[src/core/chseq_pkg.sv]
// constants, register map and state types for the channel sequencer
package chseq_pkg;
    localparam int CLK_PERIOD_NS = 10;
    localparam int BIT_PERIOD_NS = 1000;
    // four phases per serial bit; a longest time, so it rounds down
    localparam int QTR_CYCLES    = BIT_PERIOD_NS / (4 * CLK_PERIOD_NS);
    // refresh period unit
    localparam int UNIT_NS       = 1000;
    localparam int UNIT_CYCLES   = UNIT_NS / CLK_PERIOD_NS;
    // clock line low this long counts as stuck; a least time, rounds up
    localparam int SCL_STUCK_US  = 1000;
    localparam int SCL_STUCK_DEF =
        (SCL_STUCK_US * 1000 + CLK_PERIOD_NS - 1) / CLK_PERIOD_NS;

    // register indices; byte address is four times the index
    localparam logic [7:0] IDX_CTRL_EVT = 8'h02;
    localparam logic [7:0] IDX_CONTROL  = 8'hc0;
    localparam logic [7:0] IDX_CH_EVT   = 8'hc1;
    localparam logic [7:0] IDX_MASK     = 8'hc2;
    localparam logic [7:0] IDX_REPEAT   = 8'hc3;
    localparam logic [7:0] IDX_PERIOD   = 8'hc4;
    localparam logic [7:0] IDX_COUNT    = 8'hc5;

    // control register fields
    localparam int CTL_HALT_FRAME = 7;
    localparam int CTL_GO         = 6;
    localparam int CTL_HALT_NOW   = 5;
    localparam int CTL_PACING     = 3;

    // channel event register fields
    localparam int SB_SEQ   = 7;
    localparam int SB_LOOP  = 6;
    localparam int SB_WNAK  = 5;
    localparam int SB_RNAK  = 4;
    localparam int SB_SDA   = 3;
    localparam int SB_SCL   = 2;
    localparam int SB_MISPL = 1;
    localparam int SB_OVR   = 0;
    localparam logic [7:0] NMI_BITS = 8'h0e;

    // controller event register fields
    localparam int ACTIVE_LSB = 3;
    localparam int BUF_BIT    = 0;

    localparam logic [7:0]  REPEAT_RST = 8'h01;
    localparam logic [7:0]  MASK_RST   = 8'h00;
    localparam logic [15:0] PERIOD_RST = 16'h0064;

    typedef enum logic [1:0] {
        seq_idle, seq_active, seq_loop_idle
    } seq_state_t;
    typedef enum logic [2:0] {
        bus_idle, bus_start, bus_data, bus_ack, bus_stop
    } bus_state_t;
endpackage

[src/core/chseq_channel.sv]
// one serial channel: sequence control, event status and bus engine
//
// Overview of operation
// - idle single-shot go starts START plus sequence
// - go writes ignored while single-shot active
// - halt now in read: NACK byte, STOP
// - halt now in write: finish ACK, STOP
// - halt now in single-shot sets sequence finished
// - loop idle gap or trigger active: halt ends at once
// - halt after frame in repeat loop: STOP at frame end, both flags
// - halt now in repeat loop: stop behaviour, both flags
// - STOP to next START with go is loop idle
// - controller status bits 5:3 show channel active
// - 8-bit event register drives active-low interrupt
// - reading event register clears the interrupt
// - buffer event cleared by controller status read
// - after clearing only new events set bits
// - bit 7: sequence sent and STOP issued
// - bit 6: repeat count reached, STOP issued
// - bit 5: address or data NACK on write
// - bit 4: address NACK on read
// - bit 3: data line low at START
// - bit 2: clock line stuck low
// - bit 1: START or STOP at illegal point
// - bit 0: sequence longer than pacing interval
// - halt writes ignored while go is zero
// - halt now wins over halt after frame
`timescale 1ns/1ps
module chseq_channel #(
    parameter int SCL_STUCK_CYCLES = chseq_pkg::SCL_STUCK_DEF,
    parameter int CHANNEL          = 0
) (
    input  wire logic        clk,
    input  wire logic        reset,
    input  wire logic [9:0]  address,
    input  wire logic        read,
    input  wire logic        write,
    input  wire logic [31:0] writedata,
    input  wire logic [3:0]  byteenable,
    output logic      [31:0] readdata,
    output logic             waitrequest,
    input  wire logic        scl_in,
    output logic             scl_out,
    output logic             scl_oe_n,
    input  wire logic        sda_in,
    output logic             sda_out,
    output logic             sda_oe_n,
    input  wire logic        trigger_in,
    input  wire logic [7:0]  slave_addr_rw,
    input  wire logic [7:0]  seq_len,
    input  wire logic [7:0]  tx_byte,
    output logic             tx_take,
    output logic      [7:0]  rx_data,
    output logic             rx_valid,
    input  wire logic        buffer_event_in,
    output logic             event_irq_n
);
    import chseq_pkg::*;
    localparam int QW = $clog2(QTR_CYCLES);
    localparam int SW = $clog2(SCL_STUCK_CYCLES + 1);

    if (CHANNEL < 0 || CHANNEL > 2) begin : g_bad_channel
        $error("CHANNEL must be 0, 1 or 2");
    end
    if (SCL_STUCK_CYCLES < 2) begin : g_bad_stuck
        $error("SCL_STUCK_CYCLES must be at least 2");
    end

    // pins pass two flops before any logic reads them
    logic [2:0] pins_s;
    logic       scl_s, sda_s, trig_s;
    sync2 #(.W(3)) u_sync (
        .clk   (clk),
        .reset (reset),
        .d     ({trigger_in, sda_in, scl_in}),
        .q     (pins_s)
    );
    assign {trig_s, sda_s, scl_s} = pins_s;

    // ---------------- bus slave ----------------
    logic       ack_q;
    logic       wr_fire, rd_fire;
    logic [7:0] idx, wd, rd_v;
    assign idx         = address[9:2];
    assign wd          = writedata[7:0];
    assign waitrequest = (read || write) && !ack_q;
    assign wr_fire     = write && ack_q && byteenable[0];
    assign rd_fire     = read && ack_q;

    always_ff @(posedge clk) begin
        if (reset) begin
            ack_q <= 1'b0;
        end else begin
            ack_q <= (read || write) && !ack_q;
        end
    end

    // register state
    seq_state_t  state_q;
    logic        go_q, halt_now_q, halt_frame_q, pacing_q;
    logic [7:0]  repeat_q, mask_q, st_q, xfer_q, frames_q;
    logic [15:0] period_q;
    logic        buf_q, ovr_pend_q;
    logic        ctl_wr, start_req, halt_any, loop_mode;

    assign ctl_wr    = wr_fire && idx == IDX_CONTROL;
    assign start_req = ctl_wr && wd[CTL_GO] && state_q == seq_idle;
    assign halt_any  = halt_now_q || halt_frame_q;
    assign loop_mode = pacing_q || repeat_q != REPEAT_RST;

    always_comb begin
        rd_v = 8'h00;
        if (idx == IDX_CONTROL) begin
            rd_v[CTL_GO]         = go_q;
            rd_v[CTL_HALT_NOW]   = halt_now_q;
            rd_v[CTL_HALT_FRAME] = halt_frame_q;
            rd_v[CTL_PACING]     = pacing_q;
        end else if (idx == IDX_CH_EVT) begin
            rd_v = st_q;
        end else if (idx == IDX_MASK) begin
            rd_v = mask_q;
        end else if (idx == IDX_REPEAT) begin
            rd_v = repeat_q;
        end else if (idx == IDX_PERIOD) begin
            rd_v = period_q[7:0];
        end else if (idx == IDX_COUNT) begin
            rd_v = xfer_q;
        end else if (idx == IDX_CTRL_EVT) begin
            rd_v[ACTIVE_LSB + CHANNEL] = go_q;
            rd_v[BUF_BIT]              = buf_q;
        end
    end

    // captured in the wait cycle so a read clears exactly what it returned
    always_ff @(posedge clk) begin
        if (reset) begin
            readdata <= 32'h0000_0000;
        end else if (read && !ack_q) begin
            readdata <= {24'h00_0000, rd_v};
        end
    end

    // mode registers except the mask cannot change while the channel is active
    always_ff @(posedge clk) begin
        if (reset) begin
            pacing_q <= 1'b0;
            repeat_q <= REPEAT_RST;
            period_q <= PERIOD_RST;
            mask_q   <= MASK_RST;
        end else begin
            if (ctl_wr && state_q == seq_idle) begin
                pacing_q <= wd[CTL_PACING];
            end
            if (wr_fire && idx == IDX_REPEAT && state_q == seq_idle) begin
                repeat_q <= wd;
            end
            if (wr_fire && idx == IDX_PERIOD && state_q == seq_idle) begin
                period_q <= {8'h00, wd};
            end
            if (wr_fire && idx == IDX_MASK) begin
                mask_q <= wd;
            end
        end
    end

    // ---------------- sequence control ----------------
    logic pace_tick, launch, kill;
    logic eng_done, eng_abort;
    logic seq_end, set_seq, set_loop, set_ovr;

    assign launch = start_req && !pacing_q ||
                    state_q == seq_loop_idle && pace_tick && !halt_any;
    // trigger loop mid-frame: no STOP, channel drops at once
    assign kill   = state_q == seq_active && pacing_q && halt_any;

    loop_pacer #(.PW(16)) u_pacer (
        .clk       (clk),
        .reset     (reset),
        .enable    (go_q && loop_mode),
        .restart   (launch && !pacing_q),
        .pacing_on (pacing_q),
        .trigger_s (trig_s),
        .period    (period_q),
        .tick      (pace_tick)
    );

    always_comb begin
        seq_end  = 1'b0;
        set_seq  = 1'b0;
        set_loop = 1'b0;
        case (state_q)
            seq_active: begin
                if (kill) begin
                    seq_end  = 1'b1;
                    set_seq  = 1'b1;
                    set_loop = 1'b1;
                end else if (eng_abort) begin
                    seq_end = 1'b1;
                end else if (eng_done && !loop_mode) begin
                    seq_end = 1'b1;
                    set_seq = 1'b1;
                end else if (eng_done && (halt_any || !pacing_q &&
                             repeat_q != 8'h00 &&
                             frames_q + 8'h01 == repeat_q)) begin
                    seq_end  = 1'b1;
                    set_seq  = 1'b1;
                    set_loop = 1'b1;
                end
            end
            seq_loop_idle: begin
                if (halt_any) begin
                    seq_end  = 1'b1;
                    set_seq  = 1'b1;
                    set_loop = 1'b1;
                end
            end
            default: ;
        endcase
    end

    always_ff @(posedge clk) begin
        if (reset) begin
            state_q  <= seq_idle;
            frames_q <= 8'h00;
        end else begin
            case (state_q)
                seq_idle: begin
                    frames_q <= 8'h00;
                    if (start_req) begin
                        // trigger mode waits for the first edge
                        state_q <= pacing_q ? seq_loop_idle : seq_active;
                    end
                end
                seq_active: begin
                    if (seq_end) begin
                        state_q <= seq_idle;
                    end else if (eng_done) begin
                        state_q  <= seq_loop_idle;
                        frames_q <= frames_q + 8'h01;
                    end
                end
                default: begin
                    if (seq_end) begin
                        state_q <= seq_idle;
                    end else if (launch) begin
                        state_q <= seq_active;
                    end
                end
            endcase
        end
    end

    // go and halt bits drop together when the sequence ends
    always_ff @(posedge clk) begin
        if (reset || seq_end) begin
            go_q         <= 1'b0;
            halt_now_q   <= 1'b0;
            halt_frame_q <= 1'b0;
        end else begin
            if (start_req) begin
                go_q <= 1'b1;
            end
            if (ctl_wr && go_q) begin
                if (wd[CTL_HALT_NOW]) begin
                    halt_now_q <= 1'b1;
                end else if (wd[CTL_HALT_FRAME]) begin
                    halt_frame_q <= 1'b1;
                end
            end
        end
    end

    // a pacing tick during a loop frame means the frame overran
    always_ff @(posedge clk) begin
        if (reset || state_q != seq_active || eng_done) begin
            ovr_pend_q <= 1'b0;
        end else if (pace_tick && loop_mode) begin
            ovr_pend_q <= 1'b1;
        end
    end
    assign set_ovr = eng_done && ovr_pend_q;

    // ---------------- serial engine ----------------
    bus_state_t    bst_q;
    logic [1:0]    ph_q;
    logic [QW-1:0] qdiv_q;
    logic [SW-1:0] stuck_q;
    logic [7:0]    sh_q, left_q, cnt_q;
    logic [2:0]    bit_q;
    logic          scl_low_q, sda_low_q, addr_q, rd_q, nak_q, sda_prev_q;
    logic          qtick, adv, busy, tx_byte_now, halt_mid;
    logic          dae_hit, scl_stuck, misplaced, ack_smp, nak_now;

    assign qtick       = qdiv_q == QW'(QTR_CYCLES - 1);
    assign busy        = bst_q != bus_idle;
    // phase 2 waits for the released clock line (stretching)
    assign adv         = qtick && busy && !(ph_q == 2'd2 && !scl_s);
    assign tx_byte_now = addr_q || !rd_q;
    assign halt_mid    = halt_now_q && !pacing_q;
    assign dae_hit     = adv && bst_q == bus_start && ph_q == 2'd2 &&
                         !sda_s;
    assign scl_stuck   = busy && stuck_q == SW'(SCL_STUCK_CYCLES - 1);
    // sda only moves in phase 0, so an edge in phase 2 is foreign
    assign misplaced   = (bst_q == bus_data || bst_q == bus_ack) &&
                         ph_q == 2'd2 && scl_s && sda_s != sda_prev_q;
    assign ack_smp     = adv && bst_q == bus_ack && ph_q == 2'd2;
    assign nak_now     = ack_smp && tx_byte_now && sda_s;
    assign eng_done    = adv && bst_q == bus_stop && ph_q == 2'd3 &&
                         !kill && !scl_stuck;
    assign eng_abort   = dae_hit || scl_stuck || misplaced;

    always_ff @(posedge clk) begin
        if (reset || !busy || qtick) begin
            qdiv_q <= '0;
        end else begin
            qdiv_q <= qdiv_q + 1'b1;
        end
    end

    always_ff @(posedge clk) begin
        if (reset || !busy || scl_low_q || scl_s) begin
            stuck_q <= '0;
        end else begin
            stuck_q <= stuck_q + 1'b1;
        end
    end

    always_ff @(posedge clk) begin
        if (reset) begin
            sda_prev_q <= 1'b1;
        end else begin
            sda_prev_q <= sda_s;
        end
    end

    always_ff @(posedge clk) begin
        if (reset || kill || eng_abort) begin
            bst_q     <= bus_idle;
            ph_q      <= 2'd0;
            scl_low_q <= 1'b0;
            sda_low_q <= 1'b0;
            tx_take   <= 1'b0;
            rx_valid  <= 1'b0;
        end else begin
            tx_take  <= 1'b0;
            rx_valid <= 1'b0;
            if (!busy) begin
                ph_q <= 2'd0;
                if (launch) begin
                    bst_q <= bus_start;
                end
            end else if (adv) begin
                ph_q <= ph_q + 2'd1;
                case (bst_q)
                    bus_start: begin
                        if (ph_q == 2'd0) begin
                            scl_low_q <= 1'b0;
                            sda_low_q <= 1'b0;
                        end else if (ph_q == 2'd2) begin
                            sda_low_q <= 1'b1;
                        end else if (ph_q == 2'd3) begin
                            scl_low_q <= 1'b1;
                            sh_q      <= slave_addr_rw;
                            rd_q      <= slave_addr_rw[0];
                            left_q    <= seq_len;
                            addr_q    <= 1'b1;
                            bit_q     <= 3'd0;
                            cnt_q     <= 8'h00;
                            bst_q     <= bus_data;
                        end
                    end
                    bus_data: begin
                        if (ph_q == 2'd0) begin
                            sda_low_q <= tx_byte_now && !sh_q[7];
                        end else if (ph_q == 2'd1) begin
                            scl_low_q <= 1'b0;
                        end else if (ph_q == 2'd2) begin
                            sh_q <= {sh_q[6:0], sda_s};
                        end else begin
                            scl_low_q <= 1'b1;
                            bit_q     <= bit_q + 3'd1;
                            if (bit_q == 3'd7) begin
                                bst_q <= bus_ack;
                            end
                        end
                    end
                    bus_ack: begin
                        if (ph_q == 2'd0) begin
                            // last byte or halt: NACK the read byte
                            sda_low_q <= !tx_byte_now && left_q != 8'h01 &&
                                         !halt_mid;
                        end else if (ph_q == 2'd1) begin
                            scl_low_q <= 1'b0;
                        end else if (ph_q == 2'd2) begin
                            nak_q <= tx_byte_now && sda_s;
                            if (!tx_byte_now) begin
                                rx_data  <= sh_q;
                                rx_valid <= 1'b1;
                            end
                        end else begin
                            scl_low_q <= 1'b1;
                            addr_q    <= 1'b0;
                            if (!addr_q) begin
                                left_q <= left_q - 8'h01;
                            end
                            if (!addr_q && !nak_q) begin
                                cnt_q <= cnt_q + 8'h01;
                            end
                            if (nak_q || halt_mid ||
                                (addr_q ? left_q == 8'h00
                                        : left_q == 8'h01)) begin
                                bst_q <= bus_stop;
                            end else begin
                                bst_q <= bus_data;
                                if (!rd_q) begin
                                    sh_q    <= tx_byte;
                                    tx_take <= 1'b1;
                                end
                            end
                        end
                    end
                    default: begin
                        if (ph_q == 2'd0) begin
                            sda_low_q <= 1'b1;
                        end else if (ph_q == 2'd1) begin
                            scl_low_q <= 1'b0;
                        end else if (ph_q == 2'd2) begin
                            sda_low_q <= 1'b0;
                        end else begin
                            bst_q <= bus_idle;
                        end
                    end
                endcase
            end
        end
    end

    // transferred count is published when the STOP completes
    always_ff @(posedge clk) begin
        if (reset) begin
            xfer_q <= 8'h00;
        end else if (eng_done) begin
            xfer_q <= cnt_q;
        end
    end

    assign scl_out  = 1'b0;
    assign sda_out  = 1'b0;
    assign scl_oe_n = !scl_low_q;
    assign sda_oe_n = !sda_low_q;

    // ---------------- event status ----------------
    logic [7:0] set_v, clr_v;
    logic       buf_clr;
    assign set_v = {set_seq, set_loop,
                    nak_now && !(addr_q && rd_q),
                    nak_now && addr_q && rd_q,
                    dae_hit, scl_stuck, misplaced, set_ovr};
    assign clr_v   = (rd_fire && idx == IDX_CH_EVT) ? readdata[7:0]
                                                    : 8'h00;
    assign buf_clr = rd_fire && idx == IDX_CTRL_EVT && readdata[BUF_BIT];

    // set wins over clear; only bits returned by the read are cleared
    always_ff @(posedge clk) begin
        if (reset) begin
            st_q  <= 8'h00;
            buf_q <= 1'b0;
        end else begin
            st_q  <= (st_q & ~clr_v) | set_v;
            buf_q <= (buf_q && !buf_clr) || buffer_event_in;
        end
    end

    // bits 3:1 (data low at START, clock stuck, misplaced) ignore the mask
    always_ff @(posedge clk) begin
        if (reset) begin
            event_irq_n <= 1'b1;
        end else begin
            event_irq_n <= !((|(st_q & ~(mask_q & ~NMI_BITS))) ||
                             buf_q);
        end
    end
endmodule

[src/core/loop_pacer.sv]
// frame pacing: refresh-period timer or trigger edge
`timescale 1ns/1ps
module loop_pacer #(
    parameter int PW = 16
) (
    input  wire logic          clk,
    input  wire logic          reset,
    input  wire logic          enable,
    input  wire logic          restart,
    input  wire logic          pacing_on,
    input  wire logic          trigger_s,
    input  wire logic [PW-1:0] period,
    output logic               tick
);
    import chseq_pkg::*;
    localparam int UW = $clog2(UNIT_CYCLES);

    logic [UW-1:0] unit_q;
    logic [PW-1:0] per_q;
    logic          trig_q;
    logic          unit_en;
    logic          per_hit;

    assign unit_en = unit_q == UW'(UNIT_CYCLES - 1);
    // a zero period behaves as one unit
    assign per_hit = unit_en && (per_q + 1'b1 >= period);

    always_ff @(posedge clk) begin
        if (reset || restart || !enable || unit_en) begin
            unit_q <= '0;
        end else begin
            unit_q <= unit_q + 1'b1;
        end
    end

    always_ff @(posedge clk) begin
        if (reset || restart || !enable || per_hit) begin
            per_q <= '0;
        end else if (unit_en) begin
            per_q <= per_q + 1'b1;
        end
    end

    always_ff @(posedge clk) begin
        if (reset) begin
            trig_q <= 1'b0;
            tick   <= 1'b0;
        end else begin
            trig_q <= trigger_s;
            tick   <= enable && (pacing_on ? (trigger_s && !trig_q)
                                           : per_hit);
        end
    end
endmodule

[src/core/sync2.sv]
// two-flop synchroniser for pin inputs
`timescale 1ns/1ps
module sync2 #(
    parameter int W = 1
) (
    input  wire logic         clk,
    input  wire logic         reset,
    input  wire logic [W-1:0] d,
    output logic      [W-1:0] q
);
    logic [W-1:0] meta_q;

    always_ff @(posedge clk) begin
        if (reset) begin
            meta_q <= '0;
            q      <= '0;
        end else begin
            meta_q <= d;
            q      <= meta_q;
        end
    end
endmodule

[config.mk]
export PLATFORM = sky130hd
export DESIGN_NAME = chseq_channel
export DESIGN_NICKNAME = d
export VERILOG_FILES = /design/src/core/chseq_pkg.sv /design/src/core/chseq_channel.sv /design/src/core/loop_pacer.sv /design/src/core/sync2.sv
export SDC_FILE = /design/constraint.sdc
export NUM_CORES = 1
export LEC_CHECK = 0
export BUFFER_PORTS_ARGS = -buffer_cell sky130_fd_sc_hd__buf_2
export CAP_MARGIN = 20
export CELL_PAD_IN_SITES_DETAIL_PLACEMENT = 0
export CELL_PAD_IN_SITES_GLOBAL_PLACEMENT = 1
export CORE_UTILIZATION = 41
export DETAILED_ROUTE_END_ITERATION = 7
export GPL_TIMING_DRIVEN = 0
export PLACE_DENSITY_LB_ADDON = 0.1
export SYNTH_ARGS = -nofsm -noshare
export SYNTH_HDL_FRONTEND = slang
export SYNTH_HIERARCHICAL = 1
export SYNTH_SLANG_ARGS = --single-unit
[constraint.sdc]
create_clock -name clk -period 8.75 [get_ports clk]
set_input_delay 0.875 -clock clk [delete_from_list [all_inputs] [get_ports clk]]
set_output_delay 0.875 -clock clk [all_outputs]
set_load 0.005 [all_outputs]
# ---- After elaboration in Yosys (flattened, before gate mapping)
# Index checks and enable logic that the tools add are counted.
dict set report word_totals {
  regBits 167
  inputBits 78
  out_inout_bits 48
}
dict set report classes {
  add_sub_neg 9
  n_lt_le_gt_ge 1
  eq_ne 64
  muxes 117
  bitwise_logic 14
  reduce_logical 145
}
# op n
set op_table {}
lappend op_table {{8-bit two-way mux} 32}
lappend op_table {{3-bit two-way mux} 25}
lappend op_table {{1-bit logical AND} 63}
lappend op_table {{8-bit equality test, second input constant} 6}
lappend op_table {{8-bit case mux with 2 select lines} 3}
lappend op_table {{1-bit two-way mux} 39}
lappend op_table {{2-bit inequality test, second input constant} 19}
lappend op_table {{1-bit logical OR} 26}
lappend op_table {{3-bit inequality test, second input constant} 8}
lappend op_table {{8-bit case mux with 3 select lines} 1}
lappend op_table {{1-bit logical NOT} 23}
lappend op_table {{11-bit AND reduction} 2}
lappend op_table {{7-bit AND reduction} 3}
lappend op_table {{10-bit AND reduction} 2}
lappend op_table {{3-bit by 2-bit inequality test with 1-bit output, second input constant} 6}
lappend op_table {{17-bit by 1-bit adder with 17-bit output, second input constant} 1}
lappend op_table {{17-bit equality test, second input constant} 1}
lappend op_table {{16-bit by 1-bit adder with 16-bit output, second input constant} 1}
lappend op_table {{8-bit by 1-bit adder with 8-bit output, second input constant} 2}
lappend op_table {{8-bit bitwise AND} 2}
lappend op_table {{16-bit by 8-bit >= comparator with 1-bit output} 1}
lappend op_table {{8-bit by 1-bit inequality test with 1-bit output, second input constant} 2}
lappend op_table {{8-bit inverter} 2}
lappend op_table {{8-bit AND reduction} 2}
lappend op_table {{other kinds (40)} 78}

# ---- Depth between registers and ports, before layout
# Gate-level depths: netlist (run 1).
dict set report logic_depth {
  depth_word 16
  ltp_mapped 13
}

# ---- Hierarchy
# Netlist (run 1), hierarchy kept.
# module n_inst cells_per_inst area_per_inst_um2 seq_area_each_um2
set by_module_without_submodules {}
lappend by_module_without_submodules {chseq_channel 1 795 7033.0 3103.0}
lappend by_module_without_submodules {loop_pacer 1 210 1785.5 500.5}
lappend by_module_without_submodules {sync2 1 12 157.7 120.1}

# ---- Worst setup path after synthesis (run 1)
# No wires, ideal clock.
dict set report synth_timing {
  kind {flip-flop to flip-flop}
  startpoint {reg ph_q[0]}
  endpoint {reg sh_q[0] (enable)}
  setup_time_ns 0.398
  arrival_ns 2.897
  t_required_ns 8.352
  slack_ns 5.455
  path_stages_with_launch 11
  path_buffers 2
  cell_sequence {dfxtp_1 > inv_1 > ha_1 > buf_2 > nor2b_1 > or4b_1 > o211ai_1 > or3_1 > clkbuf_1 > nor2_1 > nor4b_1}
}
dict set report synth_between {
  elab_chain_len 12
}
# item line
set synth_rtl {}
lappend synth_rtl {{start: declaration} chseq_channel.sv:285} ;# logic [1:0] ph_q;
lappend synth_rtl {{start signal: assignment} chseq_channel.sv:353} ;# ph_q <= ph_q + 2'd1;
lappend synth_rtl {{2-bit equality test} -}
lappend synth_rtl {{1-bit logical AND} chseq_channel.sv:297} ;# assign adv = qtick && busy && !(ph_q == 2'd2 && !scl_s);
lappend synth_rtl {{1-bit logical NOT} chseq_channel.sv:297}
lappend synth_rtl {{1-bit logical AND} chseq_channel.sv:297}
lappend synth_rtl {{1-bit logical AND (3 in series)} chseq_channel.sv:300} ;# assign dae_hit = adv && bst_q == bus_start && ph_q == 2'd2 &&
lappend synth_rtl {{1-bit logical OR (2 in series)} chseq_channel.sv:310} ;# assign eng_abort = dae_hit || scl_stuck || misplaced;
lappend synth_rtl {{1-bit logical OR} chseq_channel.sv:337} ;# if (reset || kill || eng_abort) begin
lappend synth_rtl {{1-bit inverter (no line)} -}
lappend synth_rtl {{15-bit AND reduction (no line) (*)} -}
lappend synth_rtl {{end signal: assignment} chseq_channel.sv:363} ;# sh_q <= slave_addr_rw;
lappend synth_rtl {{end signal: assignment} chseq_channel.sv:378} ;# sh_q <= {sh_q[6:0], sda_s};
lappend synth_rtl {{end signal: assignment} chseq_channel.sv:416} ;# sh_q <= tx_byte;
lappend synth_rtl {{end: declaration} chseq_channel.sv:288} ;# logic [7:0] sh_q, left_q, cnt_q;
# Every way passes the cells marked *; elsewhere a longest branch is shown, timed or not.
# A chain may end at the register's enable or synchronous reset.

# ---- Worst setup path in the final report (run 1)
dict set report layout_timing {
  startpoint {reg u_pacer.per_q[0]}
  endpoint {reg u_pacer.per_q[3]}
}
dict set report layout_between {
  elab_chain_len 4
}
# item line
set layout_rtl {}
lappend layout_rtl {{start: declaration} loop_pacer.sv:19} ;# logic [PW-1:0] per_q;
lappend layout_rtl {{start signal: assignment} loop_pacer.sv:40} ;# per_q <= per_q + 1'b1;
lappend layout_rtl {{16-bit by 1-bit adder with 16-bit output (*)} {loop_pacer.sv:26, loop_pacer.sv:40}}
lappend layout_rtl {{16-bit by 8-bit >= comparator with 1-bit output} loop_pacer.sv:26} ;# assign per_hit = unit_en && (per_q + 1'b1 >= period);
lappend layout_rtl {{1-bit logical AND} loop_pacer.sv:26}
lappend layout_rtl {{1-bit logical OR} loop_pacer.sv:37} ;# if (reset || restart || !enable || per_hit) begin
# Marked as above.

==> results of run 1 <==
## cell families after synthesis
logic type                 share of synthesized area
and+or+nand+nor                               0.2430
AOI/OAI and AO/OA                             0.1289
DFF                                           0.4148
buffers and inverters                        0.06231
xor gates and xnor gates                     0.06830
adders and majority gates                    0.04739
muxes                                        0.03485
other                                      0.0004178
## per-stage QoR
stage / setup slack, ns / instance area, um^2 / hold slack [ns] / total power, uW / utilization
after detailed placement: 4.704 / 9808 / 0.4223 / 910.5 / 0.4622
after CTS: 4.907 / 10340 / 0.4383 / 1600 / 0.4871
after global placement: 4.415 / 9794 / 0.4195 / 910.9 / 0.4616
after floorplan: 5.455 / 9100 / 0.4129 / 872.5 / -
final: 4.981 / 10340 / 0.4361 / 1582 / 0.4874
after global routing: 4.633 / 10340 / 0.4531 / 1648 / 0.4874
## per-layer routing
layer | part of all wire | up-vias
met2 | 0.44 | 183
met1 | 0.49 | 3447
met3 | 0.058 | 19
met5 | 0 | -
li1 | - | 3780
met4 | 0.012 | 0
## synthesized netlist by cell type, types with 6 or more instances
cell	number	share of area
dfxtp_1	129	0.29
nor2_1	120	0.050
nand2_1	107	0.045
a21oi_1	53	0.030
nand3_1	47	0.026
inv_1	43	0.018
xnor2_1	39	0.038
edfxtp_1	38	0.13
ha_1	34	0.047
clkbuf_1	33	0.014
o21ai_0	32	0.018
xor2_1	31	0.030
nor3_1	30	0.017
mux2i_1	29	0.032
buf_4	26	0.022
nor2b_1	19	0.013
and3_1	17	0.012
nand2b_1	14	0.0098
nand4_1	13	0.0091
a22oi_1	9	0.0075
nor4_1	9	0.0063
a221oi_1	8	0.0078
or2_2	7	0.0049
or3_1	7	0.0049
a222oi_1	6	0.0067
nor3_2	6	0.0067
## worst max-delay path: stages, from the launching register on
cell and delay, ns:
dfxtp_1 0.43, nand3_1 0.23, nor4_1 0.73, nand3_1 0.18
xnor2_1 0.16, ha_1 0.31, nand4_1 0.14, nor3_1 0.34
or4b_1 0.55, a31oi_4 0.28, buf_6 0.20, nor3_1 0.07
## worst paths after layout
check | slack [ns] | endpoint | from
setup / recovery | 4.98 | u_pacer/per_q[3] | u_pacer/per_q[0]
hold / removal | 0.44 | u_sync/q[1] | u_sync/meta_q[1]
setup reg to reg | 4.98 | u_pacer/per_q[3] | u_pacer/per_q[0]
hold reg to reg | 0.44 | u_sync/q[1] | u_sync/meta_q[1]
## power groups by stage
stage / sequential [uW] / clock [uW] / combinational [uW]
floorplan: 813 / 0 / 59.4
global placement: 816 / 0 / 95.4
detailed placement: 815 / 0 / 95.1
CTS: 798 / 707 / 95.5
global route: 798 / 742 / 108
finish: 798 / 687 / 95.9
## layout make-up
cell class	count	area, um^2
buffer	69	397.9
clock buffer	17	425.4
clock inverter	15	102.6
fill	2134	10880
inverter	43	161.4
multi-input combinational	771	4823
sequential	167	3724
tap	275	344.1
timing repair buffer	72	365.4
==> impl_metrics.tcl, run 1 <==
set metrics [dict create \
    largest_register_ffs 17 \
    ys_ff_latch 167 \
    num_vias 7429 \
    p_int_uw 1194 \
    ys.flop_type "dfxtp_1" \
    async_flop_share 0 \
    wl_per_cell_um 15.96 \
    setup_viol 0 \
    top_regs "stuck_q x17, u_pacer/per_q x16" \
    p_clk_frac 0.435 \
    cts_resized 0 \
    place_congestion 0.8601 \
    arrival_ns 4.06 \
    synth-seq-area-share 0.4148 \
    status "finished, final reports clean" \
    rsz0062_at_grt "false" \
    irDropWorstVdd_uv 108.2 \
    ys_warn_count 6 \
    crit_required_ns 9.04 \
    drt_iter0_drc 421 \
    timing.max_cap.violations 0 \
    comb_power_share 0.061 \
    layout_common_cells "dfxtp_1 (129), nor2_1 (120), nand2_1 (107)" \
    use_met2 0.3400 \
    dp_hpwl_um 17230 \
    postCtsHoldBufs 0 \
    grt_usage 0.2166 \
    io_buffers 70 \
    ant_nets 0 \
    cts_setup_buffers 0 \
    antenna_cells 0 \
    min_period_ns 3.769 \
    fmax_ghz 0.2653 \
    post-route-period-util 0.4307 \
    dp.cells 1396 \
    setup_tns_ns 0 \
    final_cells 1429 \
    fin_skew_ns 0.007681 \
    root_buffer "clkbuf_16" \
    cp-start-kind "register" \
    use_met1 0.2961 \
    placementRows 53 \
    areaGrowthSynthToFinish_pct 15.24 \
    die_w_um 150.0 \
    cp_max_fo 10 \
    grt_pass1_wl_um 37570 \
    syn_area_um2 8976 \
    drive_above_1_share 0.1482 \
    grt-ovfl-total 0 \
    crit_type "reg2reg" \
    top_register "stuck_q" \
    grt_pass1_vias 7136 \
    relSlewSlack 0.3954 \
    synth-edff-count 38 \
    boundaryPins 126 \
    synth.avg_cell_area_um2 8.826 \
    worst_slew_pin_slew_ns 0.9050 \
    cts.sinks 167 \
    dieHeight_um 150.0 \
    path_clk_slew_ns 0.06 \
    drt_first_pass_iters 6 \
    pwr_density_cell_nw_per_um2 152.9 \
    p_leak_uw 0.003913 \
    clk-insertion-delay-late_ns 0.43 \
    crit_path_end_kind "register" \
    power.share.switching 0.2449 \
    nets 1253 \
    antenna_found_initial 0 \
    grt_max_degree 17 \
    wl_um 22810 \
    h-tree-depth 4 \
    yosysUniqueCellTypes 78 \
    die_area_um2 22490 \
    syn-instance-count 1017 \
    seq_power_share 0.505 \
    post-route-drc-count 0 \
    busiest_layer "met2" \
    core_um2 21220 \
    cts_tree "built" \
    hold_path_class "reg2reg" \
    cts_made_buffers 17 \
    holdPathStages 1 \
    start_util 0.4230 \
    final_common_cell "dfxtp_1" \
    hold_violations 0 \
    viasPerCell 5.199 \
    power.switching_uw 387.3 \
    clockBufferDepth 2 \
    reg2reg_depth 11 \
    grt_use_met3 0.05122 \
    slew_violations 0 \
]
Note: power is estimated with default switching activity, not from simulation.
==> run 2, diff against run 1 <==
--- a/config.mk
+++ b/config.mk
@@ -9,7 +9,7 @@
 export CAP_MARGIN = 20
 export CELL_PAD_IN_SITES_DETAIL_PLACEMENT = 0
 export CELL_PAD_IN_SITES_GLOBAL_PLACEMENT = 1
-export CORE_UTILIZATION = 41
+export CORE_UTILIZATION = 40
 export DETAILED_ROUTE_END_ITERATION = 7
 export GPL_TIMING_DRIVEN = 0
 export PLACE_DENSITY_LB_ADDON = 0.1
==> constraint.sdc (replaced) <==
create_clock -name clk -period 3.45 [get_ports clk]
set_input_delay 0.345 -clock clk [delete_from_list [all_inputs] [get_ports clk]]
set_output_delay 0.345 -clock clk [all_outputs]
set_load 0.005 [all_outputs]
==> impl_metrics.tcl, run 2 (synthesis gave the netlist of run 1 again) <==
set metrics [dict create \
    status "finished, final reports clean" \
    top_register "stuck_q" \
    critPathSlowestCell "or4b_1" \
    num_vias 7470 \
    clk-insertion-delay-late_ns 0.44 \
    clockBufferDepth 2 \
    irDropWorstVdd_uv 276.1 \
    cts.sinks 167 \
    final_common_cell "dfxtp_1" \
    regArea_um2 3726 \
    crit_required_ns 3.74 \
    boundaryPins 126 \
    antenna_found_initial 0 \
    hold_violations 0 \
    grt_max_degree 17 \
    grt_pass1_vias 7024 \
    grt_pass1_wl_um 37430 \
    p_leak_uw 0.004014 \
    total_power_uw 4232 \
    cp-start-kind "register" \
    nFillCells 2219 \
    placementRows 54 \
    setup_viol 0 \
    arrival_ns 3.53 \
    start_util 0.4100 \
    finalWorstSetupSlack_ns 0.2149 \
    top_regs "stuck_q x17, u_pacer/per_q x16" \
    drt_iter0_drc 364 \
    grt_usage 0.2031 \
    fin_util 0.4825 \
    cts_tree "built" \
    cp_common_cell "nand3_1" \
    crit_path_end_kind "register" \
    setup_tns_ns 0 \
    io_buffers 70 \
    fin_skew_ns 0.01517 \
    die_w_um 151.8 \
    min_period_ns 3.235 \
    fmax_ghz 0.3091 \
    crit_type "reg2reg" \
    h-tree-depth 4 \
    cpPeakStageDelay_ns 0.53 \
    pwr_density_cell_nw_per_um2 400.6 \
    multi_input_area_um2 4915 \
    die_area_um2 23040 \
    drive_above_1_share 0.1655 \
    nets 1259 \
    root_buffer "clkbuf_16" \
    wl_um 23200 \
    core_um2 21890 \
    post-route-drc-count 0 \
    wl_per_cell_um 16.11 \
    grt-ovfl-total 0 \
    worst_slew_pin_slew_ns 1.007 \
    layout_common_cells "dfxtp_1 (127), nor2_1 (119), nand2_1 (107)" \
    dieHeight_um 151.8 \
    ant_nets 0 \
    largest_register_ffs 17 \
    place_congestion 0.8359 \
    cp_cell_sequence "nand3_1, nor4_4, nand3_1, xnor2_1, ha_1, nand4_1, nor3_2, or4b_1, a31oi_4, buf_6, nor3_1" \
    relSlewSlack 0.3275 \
    cp_max_fo 10 \
    areaGrowthSynthToFinish_pct 17.67 \
    cts_made_buffers 17 \
    hold_path_class "in2reg" \
    antenna_cells 0 \
    path_clk_slew_ns 0.07 \
    drt_first_pass_iters 5 \
    viasPerCell 5.188 \
    timing.max_cap.violations 0 \
    dp_hpwl_um 17250 \
    post-route-period-util 0.9377 \
    pre_cts_slack_ns -0.3536 \
    slew_violations 0 \
]
==> run 2: worst max-delay path: cells and delay by family (launching register included) <==
kind                       cells  cell delay (ns)
and+or+nand+nor                7             1.71
DFF                            1             0.46
buffers and inverters          1             0.19
xor gates and xnor gates       1             0.15
AOI/OAI and AO/OA              1             0.22
adders and majority gates      1             0.35
==> run 2: layout make-up <==
type	count	area share
Inverter	43	0.01528
Sequential cell	167	0.3528
Tap cell	280	0.03317
Multi-Input combinational cell	771	0.4653
Timing Repair Buffer	80	0.04027
Buffer	67	0.03696
Clock inverter	14	0.01564
Clock buffer	18	0.04063
==> run 2: power by group <==
group	total (uW)	internal [uW]	switching, uW
registers	2020	2010	15.2
clock network	1960	1090	871
logic	247	100	146
total	4230	3200	1030
==> run 2: what timing repair did <==
| item | 4_1_cts | 5_1_grt |
|---|---|---|
| buffers inserted | 3 | 5 |
| hold endpoints to repair | 0 | 0 |
| hold buffers | 0 | 0 |
| pin swaps | 1 | 2 |
| setup endpoints to repair | 45 | 45 |
| gates resized for setup | 9 | 9 |
==> run 2: final timing paths <==
path / slack [ns] / cells past startpoint / start / endpoint
setup / recovery: 0.21 / 11 / u_pacer/per_q[3] / u_pacer/per_q[3]
hold / removal: 0.11 / 1 / slave_addr_rw[0] / rd_q
setup reg to reg: 0.21 / 11 / u_pacer/per_q[3] / u_pacer/per_q[3]
hold reg to reg: 0.44 / 1 / u_sync/meta_q[1] / u_sync/q[1]
==> run 2: metrics by stage <==
stage	std cells	area [um^2]	hold WS (ns)
6_report	1440	10560	0.1055
5_1_grt	1440	10560	0.09406
4_1_cts	1436	10480	0.09082
3_5_place_dp	1401	9814	0.4242
3_3_place_gp	1400	9801	0.4176
2_1_floorplan	1050	9100	0.4129
==> run 2: per-layer routing <==
metal | share of wire | GRT usage
met5 | 0 | 0
met4 | 0.0085 | 0.04714
met3 | 0.044 | 0.04022
met2 | 0.46 | 0.3208
met1 | 0.49 | 0.2847
==> run 3, diff against run 2 <==
--- a/config.mk
+++ b/config.mk
@@ -13,6 +13,7 @@
 export DETAILED_ROUTE_END_ITERATION = 7
 export GPL_TIMING_DRIVEN = 0
 export PLACE_DENSITY_LB_ADDON = 0.1
+export SKIP_CTS_REPAIR_TIMING = 1
 export SYNTH_ARGS = -nofsm -noshare
 export SYNTH_HDL_FRONTEND = slang
 export SYNTH_HIERARCHICAL = 1
==> constraint.sdc (replaced) <==
create_clock -name clk -period 2.9 [get_ports clk]
set_input_delay 0.29 -clock clk [delete_from_list [all_inputs] [get_ports clk]]
set_output_delay 0.29 -clock clk [all_outputs]
set_load 0.005 [all_outputs]
==> impl_metrics.tcl, run 3 (synthesis gave the netlist of run 1 again) <==
set metrics [dict create \
    cp_max_fo 5 \
    pwr_density_cell_nw_per_um2 461.4 \
    p_leak_uw 0.004106 \
    ant_nets 0 \
    drt_first_pass_iters 5 \
    crit_required_ns 3.21 \
    arrival_ns 3.38 \
    slew_violations 0 \
    core_um2 21890 \
    die_area_um2 23040 \
    place_congestion 0.8625 \
    power.switching_uw 1269 \
    hold_path_class "in2reg" \
    cts_made_buffers 17 \
    grt_max_degree 19 \
    status "finished, violations left" \
    nFillCells 2181 \
    setup_tns_ns -1.835 \
    cp-start-kind "register" \
    comb_power_share 0.058 \
    root_buffer "clkbuf_16" \
    top_regs "stuck_q x17, u_pacer/per_q x16" \
    boundaryPins 126 \
    post-route-drc-count 0 \
    wl_per_cell_um 16.11 \
    power.share.switching 0.2534 \
    drive_above_1_share 0.1967 \
    top_register "stuck_q" \
    irDropWorstVdd_uv 276.3 \
    min_period_ns 3.064 \
    io_buffers 70 \
    crit_type "reg2reg" \
    wl_um 23340 \
    grt-ovfl-total 0 \
    rsz0062_at_grt "true" \
    cts_tree "built" \
    relSlewSlack 0.2320 \
    timing.max_cap.violations 0 \
    start_util 0.4100 \
    dieHeight_um 151.8 \
    grt_pass1_vias 7026 \
    grt_usage 0.2039 \
    setup_viol 15 \
    crit_path_end_kind "register" \
    p_clk_frac 0.461 \
    grt_pass1_wl_um 37600 \
    post-route-period-util 1.056 \
    cp_cell_sequence "buf_6, nand3_4, nor4_4, nand3_2, xnor2_2, ha_4, nand4_1, nor3_2, or4b_4, a31oi_4, clkbuf_16, nor3_1" \
    layout_common_cells "nor2_1 (119), dfxtp_1 (119), nand2_1 (107)" \
    fin_skew_ns 0.01244 \
    finalWorstSetupSlack_ns -0.1637 \
    areaGrowthSynthToFinish_pct 20.90 \
    p_int_uw 3738 \
    critPathSlowestCell "or4b_4" \
    placementRows 54 \
    num_vias 7488 \
    seq_power_share 0.480 \
    path_clk_slew_ns 0.07 \
    worst_slew_pin_slew_ns 1.149 \
    clockBufferDepth 2 \
    h-tree-depth 4 \
    hold_violations 0 \
    die_w_um 151.8 \
    antenna_cells 0 \
    viasPerCell 5.168 \
    cts.sinks 167 \
    nets 1268 \
    largest_register_ffs 17 \
    fmax_ghz 0.3264 \
    cpPeakStageDelay_ns 0.52 \
    clk-insertion-delay-late_ns 0.44 \
    drt_iter0_drc 443 \
    dp_hpwl_um 17200 \
    pre_cts_slack_ns -0.7586 \
    violations "negative setup slack" \
    antenna_found_initial 0 \
    fin_hold_ws_ns 0.05816 \
]
[run 3: area by class of cell]
| class | count | area (um^2) | area share |
|---|---|---|---|
| inverters | 43 | 161.4 | 0.01487 |
| multi-input cells | 771 | 5066 | 0.4668 |
| well taps | 280 | 350.3 | 0.03228 |
| clock inverters | 15 | 162.7 | 0.01499 |
| repair buffers | 89 | 520.5 | 0.04796 |
| plain buffers | 67 | 419.2 | 0.03863 |
| clock buffers | 17 | 425.4 | 0.03920 |
| flip-flops and latches | 167 | 3746 | 0.3452 |
[run 3: final timing paths]
kind                                       start          endpoint  slack, ns  cells past startpoint
worst max-delay path            u_pacer/per_q[3]  u_pacer/per_q[2]      -0.16                     12
worst min-delay path                      scl_in  u_sync/meta_q[0]       0.06                      2
worst max register to register  u_pacer/per_q[3]  u_pacer/per_q[2]      -0.16                     12
worst min register to register        stuck_q[0]        stuck_q[0]       0.44                      1
[run 3: power groups by stage]
stage / clock, uW / combinational (uW) / sequential, uW
2_1_floorplan: 0 / 180 / 2450
3_3_place_gp: 0 / 288 / 2460
3_5_place_dp: 0 / 287 / 2460
4_1_cts: 2370 / 288 / 2410
5_1_grt: 2480 / 328 / 2410
6_report: 2310 / 293 / 2400
[run 3: layer usage]
layer,part of all wire,global-route usage,routed length [um]
met5,0,0,0
met4,0.0080,0.04667,187
met2,0.46,0.3219,10630
met3,0.043,0.04022,999
met1,0.49,0.2862,11530
[run 3: critical path, delay by kind of cell, from the launching register on]
kind / cells / cell delay, ns
compound gates: 1 / 0.30
xor+xnor: 1 / 0.18
fa+ha+maj: 1 / 0.29
buf+inv: 2 / 0.34
flops: 1 / 0.33
simple gates: 7 / 1.53
[run 3: metrics by stage]
stage          utilization  area (um^2)  total power, uW  instances
5_1_grt             0.4957        10850             5211       1449
3_5_place_dp        0.4503         9858             2748       1400
3_3_place_gp        0.4503         9858             2749       1400
4_1_cts             0.4772        10450             5062       1432
6_report            0.4957        10850             5007       1449
2_1_floorplan            -         9158             2633       1050
